File: config.mk
export PLATFORM = sky130hd
export DESIGN_NAME = ssrp_port
export DESIGN_NICKNAME = d
export VERILOG_FILES = /design/src/hdl/ssrp_sync.v /design/src/hdl/ssrp_port.v
export VERILOG_INCLUDE_DIRS = /design/src /design/src/common
export SDC_FILE = /design/constraint.sdc
export NUM_CORES = 1
export LEC_CHECK = 0
export BUFFER_PORTS_ARGS = -buffer_cell sky130_fd_sc_hd__buf_2
export CELL_PAD_IN_SITES_DETAIL_PLACEMENT = 1
export CELL_PAD_IN_SITES_GLOBAL_PLACEMENT = 2
export CORE_ASPECT_RATIO = 0.9
export CORE_MARGIN = 2
export CORE_UTILIZATION = 34
export CTS_CLUSTER_SIZE = 16
export DETAILED_ROUTE_END_ITERATION = 8
export GPL_ROUTABILITY_DRIVEN = 0
export PLACE_DENSITY_LB_ADDON = 0.05
export SLEW_MARGIN = 20
export SYNTH_ARGS = -nofsm -noshare
export SYNTH_HDL_FRONTEND = slang
export SYNTH_SLANG_ARGS = --single-unit
File: constraint.sdc
create_clock -name CLK_IN -period 2.95 [get_ports CLK_IN]
set_clock_uncertainty 0.15 [all_clocks]
set_input_delay 0.4425 -clock CLK_IN [delete_from_list [all_inputs] [get_ports CLK_IN]]
set_output_delay 0.4425 -clock CLK_IN [all_outputs]
set_load 0.01 [all_outputs]
File: src/common/ssrp_regs.vh
// Register map, field positions and timing constants of the sensor serial register port
`ifndef SSRP_REGS_VH
`define SSRP_REGS_VH
`define SSRP_ADDR_CFG       7'h00
`define SSRP_ADDR_STATUS    7'h01
`define SSRP_ADDR_MOT_Y     7'h02
`define SSRP_ADDR_MOT_X     7'h03
`define SSRP_ADDR_SURF      7'h04
`define SSRP_ADDR_BRIGHT    7'h05
`define SSRP_ADDR_DARK      7'h06
`define SSRP_ADDR_PIXSUM    7'h07
`define SSRP_ADDR_DUMP      7'h08
`define SSRP_ADDR_EXP_HI    7'h09
`define SSRP_ADDR_EXP_LO    7'h0A
`define SSRP_ADDR_INV_ID    7'h11
`define SSRP_CFG_RESET_VAL  8'h00
`define SSRP_CFG_RST_BIT    7
`define SSRP_CFG_SLEEP_BIT  6
`define SSRP_ZERO_BYTE      8'h00
`define SSRP_BITS_PER_XACT  5'h10
`define SSRP_ADDR_BITS_END  5'h08
`define SSRP_CLK_HZ         10000000
`define SSRP_SPTT_MS        90
`define SSRP_SETTLE_FRAMES  3
`endif

File: src/hdl/ssrp_sync.v
// Two-flop synchroniser for a level arriving from outside the clock domain
`timescale 1ns/10ps
module ssrp_sync (
    input  wire clk_in,    // Sampling clock
    input  wire rst_b_in,  // Async reset, active low
    input  wire d_in,      // Asynchronous level
    output reg  q_out      // Synchronised level
);
    reg meta_q;

    // First flop feeds only the second one
    always @(posedge clk_in or negedge rst_b_in) begin
        if (!rst_b_in) begin
            meta_q <= 1'b0;
            q_out  <= 1'b0;
        end else begin
            meta_q <= d_in;
            q_out  <= meta_q;
        end
    end
endmodule // ssrp_sync

File: src/hdl/ssrp_port.v
// Two-wire half-duplex serial register port of an optical motion sensor
`timescale 1ns/10ps
`include "ssrp_regs.vh"
// Summary of operation
// - After last read bit, keep presenting it until next falling port clock edge.
// - After a write transaction, data pin stays an input, released.
// - Configuration write that sets sleep releases the data line; later reads still drive it.
// - Transaction not done 90 ms after first rising edge resets the port machine.
// - Writes to unmapped addresses are ignored and change nothing.
// - Reads from unmapped addresses return zero.
// - Device drives data only in reads, from rising edge after address.
// - Device releases data line within 160 ns of falling edge after last bit; the code takes up to three core clocks (300 ns).
// - Idle rising edge samples direction bit: low read, high write.
// - In a read, drive data within 250 ns after seventh address bit; the code drives up to three core clocks after the next rising edge.
// - Power-on reset resets the whole device.
// - Writing reset bit resets device, keeps other bits, self-clears reset bit.
// - After soft reset analog section needs three frames to settle.
// - Decoder maps config, status, data registers 0x02..0x0A, inverted id 0x11.
// - Config bit 6 is analog sleep; config resets to zero.
// - Two bytes: direction bit, seven address bits, then data byte.
// - Driver changes data on falling edges, but the device puts out the first read bit on a rising edge; receiver samples on rising edges.
// - While asleep, configuration write updates only the sleep bit.
module ssrp_port #(
    parameter SPTT_CYCLES = (`SSRP_CLK_HZ / 1000) * `SSRP_SPTT_MS, // Transaction timeout
    parameter [3:0] SETTLE_FRAMES = `SSRP_SETTLE_FRAMES,           // Analog settle frames
    parameter [7:0] PART_ID   = 8'h05   // Arbitrary identity value
) (
    input  wire       CLK_IN,          // 10 MHz core clock
    input  wire       RST_B_IN,        // Power-on reset, async, active low
    input  wire       SCK_IN,          // Port clock from host
    input  wire       SDIO_IN,         // Data line level seen at pin
    output reg        SDIO_OUT,        // Data line drive value
    output reg        SDIO_OE_B_OUT,   // Data line enable, low while driving
    input  wire [7:0] MOT_Y_IN,        // Motion Y count from core
    input  wire [7:0] MOT_X_IN,        // Motion X count from core
    input  wire [7:0] SURF_IN,         // Surface feature measure
    input  wire [7:0] BRIGHT_IN,       // Brightest pixel
    input  wire [7:0] DARK_IN,         // Darkest pixel
    input  wire [7:0] PIXSUM_IN,       // Pixel total upper
    input  wire [7:0] DUMP_IN,         // Image dump port read data
    input  wire [7:0] EXP_HI_IN,       // Exposure high
    input  wire [7:0] EXP_LO_IN,       // Exposure low
    input  wire       AWAKE_IN,        // Core awake state
    input  wire       FRAME_IN,        // Frame tick from core, same clock
    output reg        MOT_Y_CLR_OUT,   // Pulse: motion Y read, clear it
    output reg        MOT_X_CLR_OUT,   // Pulse: motion X read, clear it
    output reg        DUMP_RD_OUT,     // Pulse: image dump port read
    output reg        DUMP_WR_OUT,     // Pulse: image dump port written
    output reg  [7:0] CFG_OUT,         // Configuration register contents
    output reg        SOFT_RST_OUT,    // Pulse: soft reset of core logic
    output reg        ANALOG_READY_OUT // Analog section settled
);
    localparam ST_ADDR = 2'h0;
    localparam ST_WDAT = 2'h1;
    localparam ST_RDAT = 2'h2;

    wire       sck_s;
    wire       sdio_s;
    reg        sck_prev_q;
    reg [1:0]  st_q;
    reg [4:0]  bitcnt_q;
    reg [7:0]  shift_q;
    reg [6:0]  addr_q;
    reg [7:0]  rdata;
    reg [31:0] timer_q;
    reg        busy_q;
    reg [3:0]  settle_q;
    wire       rise = sck_s & ~sck_prev_q;
    wire       fall = ~sck_s & sck_prev_q;
    wire       timeout = busy_q && (timer_q >= SPTT_CYCLES - 1);

    // Port clock and data come from the host's domain
    ssrp_sync u_sync_sck (
        .clk_in   (CLK_IN),
        .rst_b_in (RST_B_IN),
        .d_in     (SCK_IN),
        .q_out    (sck_s)
    );
    ssrp_sync u_sync_sdio (
        .clk_in   (CLK_IN),
        .rst_b_in (RST_B_IN),
        .d_in     (SDIO_IN),
        .q_out    (sdio_s)
    );

    // Read data mux; unmapped addresses read zero
    always @* begin
        if (addr_q == `SSRP_ADDR_CFG) begin
            rdata = CFG_OUT;
        end else if (addr_q == `SSRP_ADDR_STATUS) begin
            rdata = {PART_ID[2:0], 4'h0, AWAKE_IN};
        end else if (addr_q == `SSRP_ADDR_MOT_Y) begin
            rdata = MOT_Y_IN;
        end else if (addr_q == `SSRP_ADDR_MOT_X) begin
            rdata = MOT_X_IN;
        end else if (addr_q == `SSRP_ADDR_SURF) begin
            rdata = SURF_IN;
        end else if (addr_q == `SSRP_ADDR_BRIGHT) begin
            rdata = BRIGHT_IN;
        end else if (addr_q == `SSRP_ADDR_DARK) begin
            rdata = DARK_IN;
        end else if (addr_q == `SSRP_ADDR_PIXSUM) begin
            rdata = PIXSUM_IN;
        end else if (addr_q == `SSRP_ADDR_DUMP) begin
            rdata = DUMP_IN;
        end else if (addr_q == `SSRP_ADDR_EXP_HI) begin
            rdata = EXP_HI_IN;
        end else if (addr_q == `SSRP_ADDR_EXP_LO) begin
            rdata = EXP_LO_IN;
        end else if (addr_q == `SSRP_ADDR_INV_ID) begin
            rdata = ~PART_ID;
        end else begin
            rdata = `SSRP_ZERO_BYTE;
        end
    end

    // Transaction timer counts from the first rising edge of a transaction
    always @(posedge CLK_IN or negedge RST_B_IN) begin
        if (!RST_B_IN) begin
            timer_q    <= 32'h0;
            busy_q     <= 1'b0;
            sck_prev_q <= 1'b0;
        end else begin
            sck_prev_q <= sck_s;
            if (timeout || (st_q == ST_ADDR && bitcnt_q == 5'h0 && !rise)) begin
                timer_q <= 32'h0;
                busy_q  <= 1'b0;
            end else if (rise && !busy_q) begin
                busy_q  <= 1'b1;
                timer_q <= 32'h0;
            end else if (busy_q) begin
                timer_q <= timer_q + 32'h1;
            end
        end
    end

    // Serial state machine; host changes data on falling, we sample on rising
    always @(posedge CLK_IN or negedge RST_B_IN) begin
        if (!RST_B_IN) begin
            st_q          <= ST_ADDR;
            bitcnt_q      <= 5'h0;
            shift_q       <= 8'h00;
            addr_q        <= 7'h00;
            SDIO_OUT      <= 1'b0;
            SDIO_OE_B_OUT <= 1'b1;
            CFG_OUT       <= `SSRP_CFG_RESET_VAL;
            SOFT_RST_OUT  <= 1'b0;
            MOT_Y_CLR_OUT <= 1'b0;
            MOT_X_CLR_OUT <= 1'b0;
            DUMP_RD_OUT   <= 1'b0;
            DUMP_WR_OUT   <= 1'b0;
        end else begin
            MOT_Y_CLR_OUT <= 1'b0;
            MOT_X_CLR_OUT <= 1'b0;
            DUMP_RD_OUT   <= 1'b0;
            DUMP_WR_OUT   <= 1'b0;
            SOFT_RST_OUT  <= 1'b0;
            // Reset bit clears itself one cycle after it was written
            if (CFG_OUT[`SSRP_CFG_RST_BIT]) begin
                CFG_OUT[`SSRP_CFG_RST_BIT] <= 1'b0;
            end
            if (timeout) begin
                st_q          <= ST_ADDR;
                bitcnt_q      <= 5'h0;
                SDIO_OE_B_OUT <= 1'b1;
            end else begin
                case (st_q)
                    ST_ADDR: begin
                        if (fall) begin
                            SDIO_OE_B_OUT <= 1'b1;
                        end
                        if (rise) begin
                            // First rising edge is the direction bit
                            shift_q  <= {shift_q[6:0], sdio_s};
                            bitcnt_q <= bitcnt_q + 5'h1;
                            if (bitcnt_q == `SSRP_ADDR_BITS_END - 5'h1) begin
                                addr_q <= {shift_q[5:0], sdio_s};
                                if (shift_q[6]) begin
                                    st_q <= ST_WDAT;
                                end else begin
                                    st_q <= ST_RDAT;
                                end
                            end
                        end
                    end
                    ST_WDAT: begin
                        if (rise) begin
                            shift_q  <= {shift_q[6:0], sdio_s};
                            bitcnt_q <= bitcnt_q + 5'h1;
                            if (bitcnt_q == `SSRP_BITS_PER_XACT - 5'h1) begin
                                st_q     <= ST_ADDR;
                                bitcnt_q <= 5'h0;
                                if (addr_q == `SSRP_ADDR_CFG) begin
                                    if (CFG_OUT[`SSRP_CFG_SLEEP_BIT]) begin
                                        // Data bit n still sits one place lower in the shifter
                                        CFG_OUT[`SSRP_CFG_SLEEP_BIT] <=
                                            shift_q[`SSRP_CFG_SLEEP_BIT - 1];
                                    end else begin
                                        CFG_OUT <= {shift_q[6:0], sdio_s};
                                        SOFT_RST_OUT <= shift_q[6];
                                    end
                                    SDIO_OE_B_OUT <= 1'b1;
                                end else if (addr_q == `SSRP_ADDR_DUMP) begin
                                    DUMP_WR_OUT <= 1'b1;
                                end
                                // Other addresses hold no writable state
                            end
                        end
                    end
                    default: begin
                        // Read: drive from first rising edge after address
                        if (bitcnt_q == `SSRP_ADDR_BITS_END && rise) begin
                            SDIO_OE_B_OUT <= 1'b0;
                            SDIO_OUT      <= rdata[7];
                            shift_q       <= {rdata[6:0], 1'b0};
                            bitcnt_q      <= bitcnt_q + 5'h1;
                            MOT_Y_CLR_OUT <= (addr_q == `SSRP_ADDR_MOT_Y);
                            MOT_X_CLR_OUT <= (addr_q == `SSRP_ADDR_MOT_X);
                            DUMP_RD_OUT   <= (addr_q == `SSRP_ADDR_DUMP);
                        end else if (fall && bitcnt_q != `SSRP_ADDR_BITS_END) begin
                            SDIO_OUT <= shift_q[7];
                            shift_q  <= {shift_q[6:0], 1'b0};
                        end else if (rise) begin
                            bitcnt_q <= bitcnt_q + 5'h1;
                            if (bitcnt_q == `SSRP_BITS_PER_XACT - 5'h1) begin
                                st_q     <= ST_ADDR; // Keeps last bit until fall
                                bitcnt_q <= 5'h0;
                            end
                        end
                    end
                endcase
            end
        end
    end

    // Analog section counts frames after soft reset or wake
    always @(posedge CLK_IN or negedge RST_B_IN) begin
        if (!RST_B_IN) begin
            settle_q         <= 4'h0;
            ANALOG_READY_OUT <= 1'b0;
        end else if (SOFT_RST_OUT || CFG_OUT[`SSRP_CFG_SLEEP_BIT]) begin
            settle_q         <= 4'h0;
            ANALOG_READY_OUT <= 1'b0;
        end else if (FRAME_IN && settle_q < SETTLE_FRAMES) begin
            settle_q         <= settle_q + 4'h1;
            ANALOG_READY_OUT <= (settle_q == SETTLE_FRAMES - 4'h1);
        end else begin
            ANALOG_READY_OUT <= (settle_q >= SETTLE_FRAMES);
        end
    end
endmodule // ssrp_port

==> results of run 1 <==
## worst max-delay path, delay by kind of cell (launching register included)
| kind | cells | cell delay [ps] |
|---|---|---|
| DFF | 1 | 420 |
| AOI/OAI and AO/OA | 2 | 540 |
| buffers and inverters | 1 | 70 |
| adders and majority gates | 1 | 170 |
| and+or+nand+nor | 3 | 1350 |
## worst max-delay path by stage
stage	to	startpoint	slack, ps
CTS	timer_q[20]$_DFFE_PN0P_	bitcnt_q[0]$_DFFE_PN0P_	160
finish	timer_q[20]$_DFFE_PN0P_	bitcnt_q[0]$_DFFE_PN0P_	170
global route	timer_q[20]$_DFFE_PN0P_	bitcnt_q[0]$_DFFE_PN0P_	40
floorplan	timer_q[20]$_DFFE_PN0P_	bitcnt_q[0]$_DFFE_PN0P_	240
global placement	timer_q[20]$_DFFE_PN0P_	bitcnt_q[0]$_DFFE_PN0P_	250
detailed placement	timer_q[20]$_DFFE_PN0P_	bitcnt_q[0]$_DFFE_PN0P_	180
## cell usage in the layout, fill, tap and decap left out, types with 5 or more instances in the layout
| master | instances |
|---|---|
| nor2b_1 | 5 |
| nand3_1 | 21 |
| o31ai_1 | 8 |
| nand2_1 | 48 |
| nor4_1 | 15 |
| nand4b_1 | 6 |
| xnor2_1 | 15 |
| and2_1 | 6 |
| a32oi_1 | 5 |
| a31oi_1 | 14 |
| dfrtp_1 | 78 |
| a21oi_1 | 36 |
| a22oi_1 | 5 |
| mux2i_1 | 12 |
| and3_1 | 8 |
| buf_4 | 32 |
| o21ai_0 | 24 |
| ha_1 | 7 |
| clkbuf_16 | 9 |
| nor3_1 | 19 |
| and4_1 | 5 |
| nand2b_1 | 9 |
| o211ai_1 | 11 |
| nor3b_1 | 6 |
| nor2_1 | 46 |
| inv_1 | 16 |
| buf_2 | 92 |
| mux2_2 | 17 |
| nand4_1 | 6 |
## layer usage
layer  GRT usage, %  up-vias
met3           3.86        6
met2           33.7      107
met4           4.85        0
met1           32.4     2385
li1               -     2271
met5              0        -
## per-stage QoR
stage	std cells	util, %	hold WS (ps)	worst slack (ps)
finish	852	43.0	48.5	174
global route	852	43.0	31.1	37.7
floorplan	551	-	-3.09	240
global placement	835	40.8	187	250
detailed placement	835	40.8	200	183
CTS	852	43.0	28.4	164
## registers in the layout, indices dropped and copies added (netlist names)
register,cells
u_sync_sdio.q_out,1
settle_q,4
bitcnt_q,5
u_sync_sck.q_out,1
u_sync_sdio.meta_q,1
SDIO_OUT,1
CFG_OUT,8
MOT_X_CLR_OUT,1
DUMP_RD_OUT,1
shift_q,8
ANALOG_READY_OUT,1
DUMP_WR_OUT,1
addr_q,7
sck_prev_q,1
st_q,2
SDIO_OE_B_OUT,1
MOT_Y_CLR_OUT,1
u_sync_sck.meta_q,1
timer_q,32
busy_q,1
## power groups by stage
stage	combinational [mW]	sequential, mW	clock (mW)
2_1_floorplan	1.24	1.46	0
3_3_place_gp	1.78	1.58	0
3_5_place_dp	1.81	1.59	0
4_1_cts	1.83	1.57	1.15
5_1_grt	2.03	1.61	1.19
6_report	1.83	1.57	1.11
## area by class of cell
cell class	count	area (sq um)	share of cell area, %
multi-input cells	422	2740	45.4
flip-flops and latches	79	1980	32.8
repair buffers	125	711	11.8
well taps	193	241	4.00
clock buffers	9	225	3.73
clock inverters	7	75.1	1.24
inverters	17	63.8	1.06
## logic make-up (layout without fill, tap and decap cells)
logic type	after synthesis	in the layout	share of synthesized area, %
mux	30	30	6.79
simple gates	228	228	25.2
buf+inv	50	158	4.10
flops	79	79	40.2
fa+ha+maj	7	7	1.78
xor+xnor	16	16	2.85
compound gates	141	141	19.0
## repair_timing
action	4_1_cts	5_1_grt
hold buffers	1	0
endpoints found under the hold margin	40	0
gates resized for setup	0	0
==> run summary, run 1 <==
Pwr Density: 746 nW/um^2
Main synth FF type: dfrtp_1
CP cell instances: inv_1, ha_1, or3b_4, o311a_1, or4_4, or4_1, a21oi_1
worst vdd ir: 0.425 mV
Post-synth ARST share: 100%
layout cells sized above 1: 26.1%
P&R area growth vs syn: 22.8%
vias per cell: 5.60
reg-to-reg endpoint: timer_q[20]$_DFFE_PN0P_
worst hold path startpoint: SCK_IN
drt initial violations: 293
initial core utilization: 35.0%
Tot Pwr: 4.51 mW
post-CTS setup buffers: 0
design area: 6040 sq um
number of flops mapped to enable cells by yosys: 0
Filler cells: 1722
switching share of power: 41.5%
fin crit period: 2780 ps
Comb pwr share: 40.5%
DP HPWL: 12800 um
CP Data Required Time: 3060 ps
clk root buf: clkbuf_16
I/O Buffers: 93
Hold Path Sink: u_sync_sck.meta_q$_DFF_PN0_
num ports: 94
DR pass1 iterations: 4
Yosys Warn Count: 0
top-count cell post-synth: dfrtp_1
antenna violations before repair: 0
LEAKAGE: 2.66 nW
Fmax achieved: 0.360 GHz
Synth Instances: 551
Seq pwr share: 34.9%
drt drc: 0
Critical-path top delay cell: or4_4
WL/cell: 19.5 um
library cells used by synthesis: 68
via count: 4769
Site Rows: 41
crit path capture type: flip-flop
top sig layer: met4
Final Hold Vio Count: 0
metal3 WL: 851 um
Post-Route Setup TNS: 0 ps
Max Cap Viol: 0
Detailed Route WL: 16600 um
status: finished clean
Yosys top cell by area: dfrtp_1
#FFs+latches synth: 79
Max-slew headroom: 49.1%
gr usage total: 22.0%
CP Launch Type: flip-flop
internal power: 2.64 mW
Chip Width: 131 um
most frequent cells after synthesis: 78 x dfrtp_1, 48 x nand2_1, 46 x nor2_1, 36 x a21oi_1, 25 x clkbuf_1
worst min-delay path category: input port to flip-flop
Worst EP arrival: 2890 ps
Period Utilization, post-route: 94.1%
Finish-stage setup viols: 0
critical path class: flip-flop to flip-flop
CTS sink cnt: 79
CP peak stage delay: 540 ps
R2R depth: 7
reg2reg setup slack: 170 ps
Synth area leaders: dfrtp_1 40%, mux2_2 3.9%, a21oi_1 3.7%
total core area: 14100 sq um
CTS tree: done
Net Sw Power: 1.87 mW
Routed Antenna Nets: 0
Clock Latency Late Sink: 350 ps
RSZ-0062 raised after global routing: false
Clock transition at path regs: 70 ps
H-tree Lvls: 3
syn_nets: 636
met2 WL: 7410 um
Die ar.: 15400 sq um
WL met1: 8240 um
reg-to-reg startpoint: bitcnt_q[0]$_DFFE_PN0P_
Clock Path Buffers: 2
DP Area: 5730 sq um
antenna diode count: 0
Avg Cell Area, Syn: 8.92 sq um
post-synthesis cell area: 4920 sq um
Final Slew Violations: 0
Seq/Total Area, Yosys: 40.2%
vias in the first global route: 5044
first-pass GRT wire length: 26800 um
clock group share of total power: 24.6%
# nets final: 739
die height: 118 um
CP Max Fanout: 7
CTS buffer count: 9
largest net degree at the start of global routing: 44
top-area cell type share of the netlist area: 39.7%
hold path depth: 1
total gr overflow: 0
Worst Tran Pin Value: 753 ps
No activity file was read; power rests on OpenSTA's default activity.
==> inputs of run 2 (changes only) <==
Settings changed: CORE_UTILIZATION 34 to 35, CTS_BUF_LIST from default to sky130_fd_sc_hd__clkbuf_2.
==> run summary, run 2 (synthesis gave the netlist of run 1 again) <==
status: finished clean
total core area: 13900 sq um
reg-to-reg startpoint: bitcnt_q[0]$_DFFE_PN0P_
Clock Latency Late Sink: 600 ps
CTS tree: done
crit path capture type: flip-flop
Final Slew Violations: 0
Clock Path Buffers: 2
initial core utilization: 35.5%
Worst Setup SP: bitcnt_q[0]$_DFFE_PN0P_
LEAKAGE: 2.57 nW
largest net degree at the start of global routing: 47
DP HPWL: 12600 um
Routed Antenna Nets: 0
vias per cell: 5.68
WL met1: 8440 um
metal3 WL: 731 um
Largest register FFs: 32
Largest regs: timer_q (32), CFG_OUT (8), shift_q (8)
die height: 116 um
Die ar.: 15000 sq um
Tot Pwr: 4.00 mW
most frequent cells in the layout: 92 x buf_2, 78 x dfrtp_1, 48 x nand2_1
via count: 4701
CP Data Required Time: 3310 ps
CP delay by family, top: simple AND/OR/NAND/NOR gates
CP Launch Type: flip-flop
met2 WL: 7340 um
Detailed Route WL: 16700 um
Chip Width: 129 um
drt initial violations: 266
total gr overflow: 0
Period Utilization, post-route: 96.3%
WP buf/inv: 1
CTS buffer count: 9
Fmax achieved: 0.352 GHz
Site Rows: 41
critical path class: flip-flop to flip-flop
num ports: 94
H-tree Lvls: 3
reg2reg setup slack: 110 ps
antenna diode count: 0
Max Cap Viol: 0
clk root buf: clkbuf_2
gr usage total: 23.0%
I/O Buffers: 93
fin util: 42.0%
Finish-stage setup viols: 0
Final Hold Vio Count: 0
CTS sink cnt: 79
fin crit period: 2840 ps
layout cells sized above 1: 25.2%
worst hold path startpoint: DUMP_IN[7]
CP Max Fanout: 7
# nets final: 736
Max-slew headroom: 59.3%
Largest Register: timer_q
Post-Route Setup TNS: 0 ps
Pwr Density: 688 nW/um^2
Worst Tran Pin Value: 610 ps
top sig layer: met5
CP cell instances: inv_1, ha_1, or3b_4, o311a_1, or4_4, or4_1, a21oi_1
first-pass GRT wire length: 26400 um
drt drc: 0
Critical-path top delay cell: or4_4
P&R area growth vs syn: 18.3%
DR pass1 iterations: 4
WL/cell: 20.2 um
CP peak stage delay: 540 ps
antenna violations before repair: 1
Worst EP arrival: 3200 ps
RSZ-0062 raised after global routing: false
Clock transition at path regs: 280 ps
worst min-delay path category: input port to flip-flop
vias in the first global route: 4702
commonest non-fill, non-tap cell in the layout: buf_2
worst vdd ir: 0.358 mV
==> run 2: where the power goes <==
part | internal, mW | leakage (nW) | switching, mW | total (mW)
sequential | 1.28 | 1.03 | 0.304 | 1.58
clock | 0.204 | 0.0685 | 0.441 | 0.645
combinational | 0.726 | 1.47 | 1.05 | 1.78
==> run 2: metrics by stage <==
stage	instance area [sq um]	instances	hold slack [ps]	setup slack (ps)
6_report	5820	828	79.4	109
2_1_floorplan	4920	551	-3.09	240
5_1_grt	5820	828	28.3	17.4
4_1_cts	5810	827	3.59	85.3
3_5_place_dp	5650	807	186	222
3_3_place_gp	5650	807	182	264
==> run 2: path summary, 6_finish.rpt <==
kind / to / depth (start not counted)
min in group asynchronous: timer_q[7]$_DFFE_PN0P_ / 2
setup / recovery: timer_q[20]$_DFFE_PN0P_ / 7
hold / removal: SDIO_OUT$_DFFE_PN0P_ / 4
hold reg to reg: u_sync_sck.q_out$_DFF_PN0_ / 0
max in group asynchronous: SDIO_OE_B_OUT$_DFFE_PN1P_ / 3
setup reg to reg: timer_q[20]$_DFFE_PN0P_ / 7
==> run 2: layer usage <==
metal / global-route usage [%] / up-vias
met3: 3.85 / 16
met4: 5.94 / 2
met1: 34.3 / 2313
li1: - / 2257
met2: 34.5 / 113
met5: 0 / -
==> run 2: final cells by class <==
class                           instances  area [sq um]
Fill cell                            1661          8030
Inverter                               17          63.8
Multi-Input combinational cell        422          2740
Timing Repair Buffer                  122           696
Tap cell                              172           215
Clock buffer                            9          45.0
Clock inverter                          7          77.6
Sequential cell                        79          1980
==> run 2: worst reg2reg max path: stages (launching register included) <==
cell	delay, ps
dfrtp_1	480
inv_1	80
ha_1	170
or3b_4	400
o311a_1	370
or4_4	540
or4_1	420
a21oi_1	150
==> run 2: timing repair <==
item,in CTS,in global routing
resized for setup,0,0
buffers inserted,0,1
hold buffers,4,0
setup endpoints to repair,0,1
hold endpoints to repair,47,0
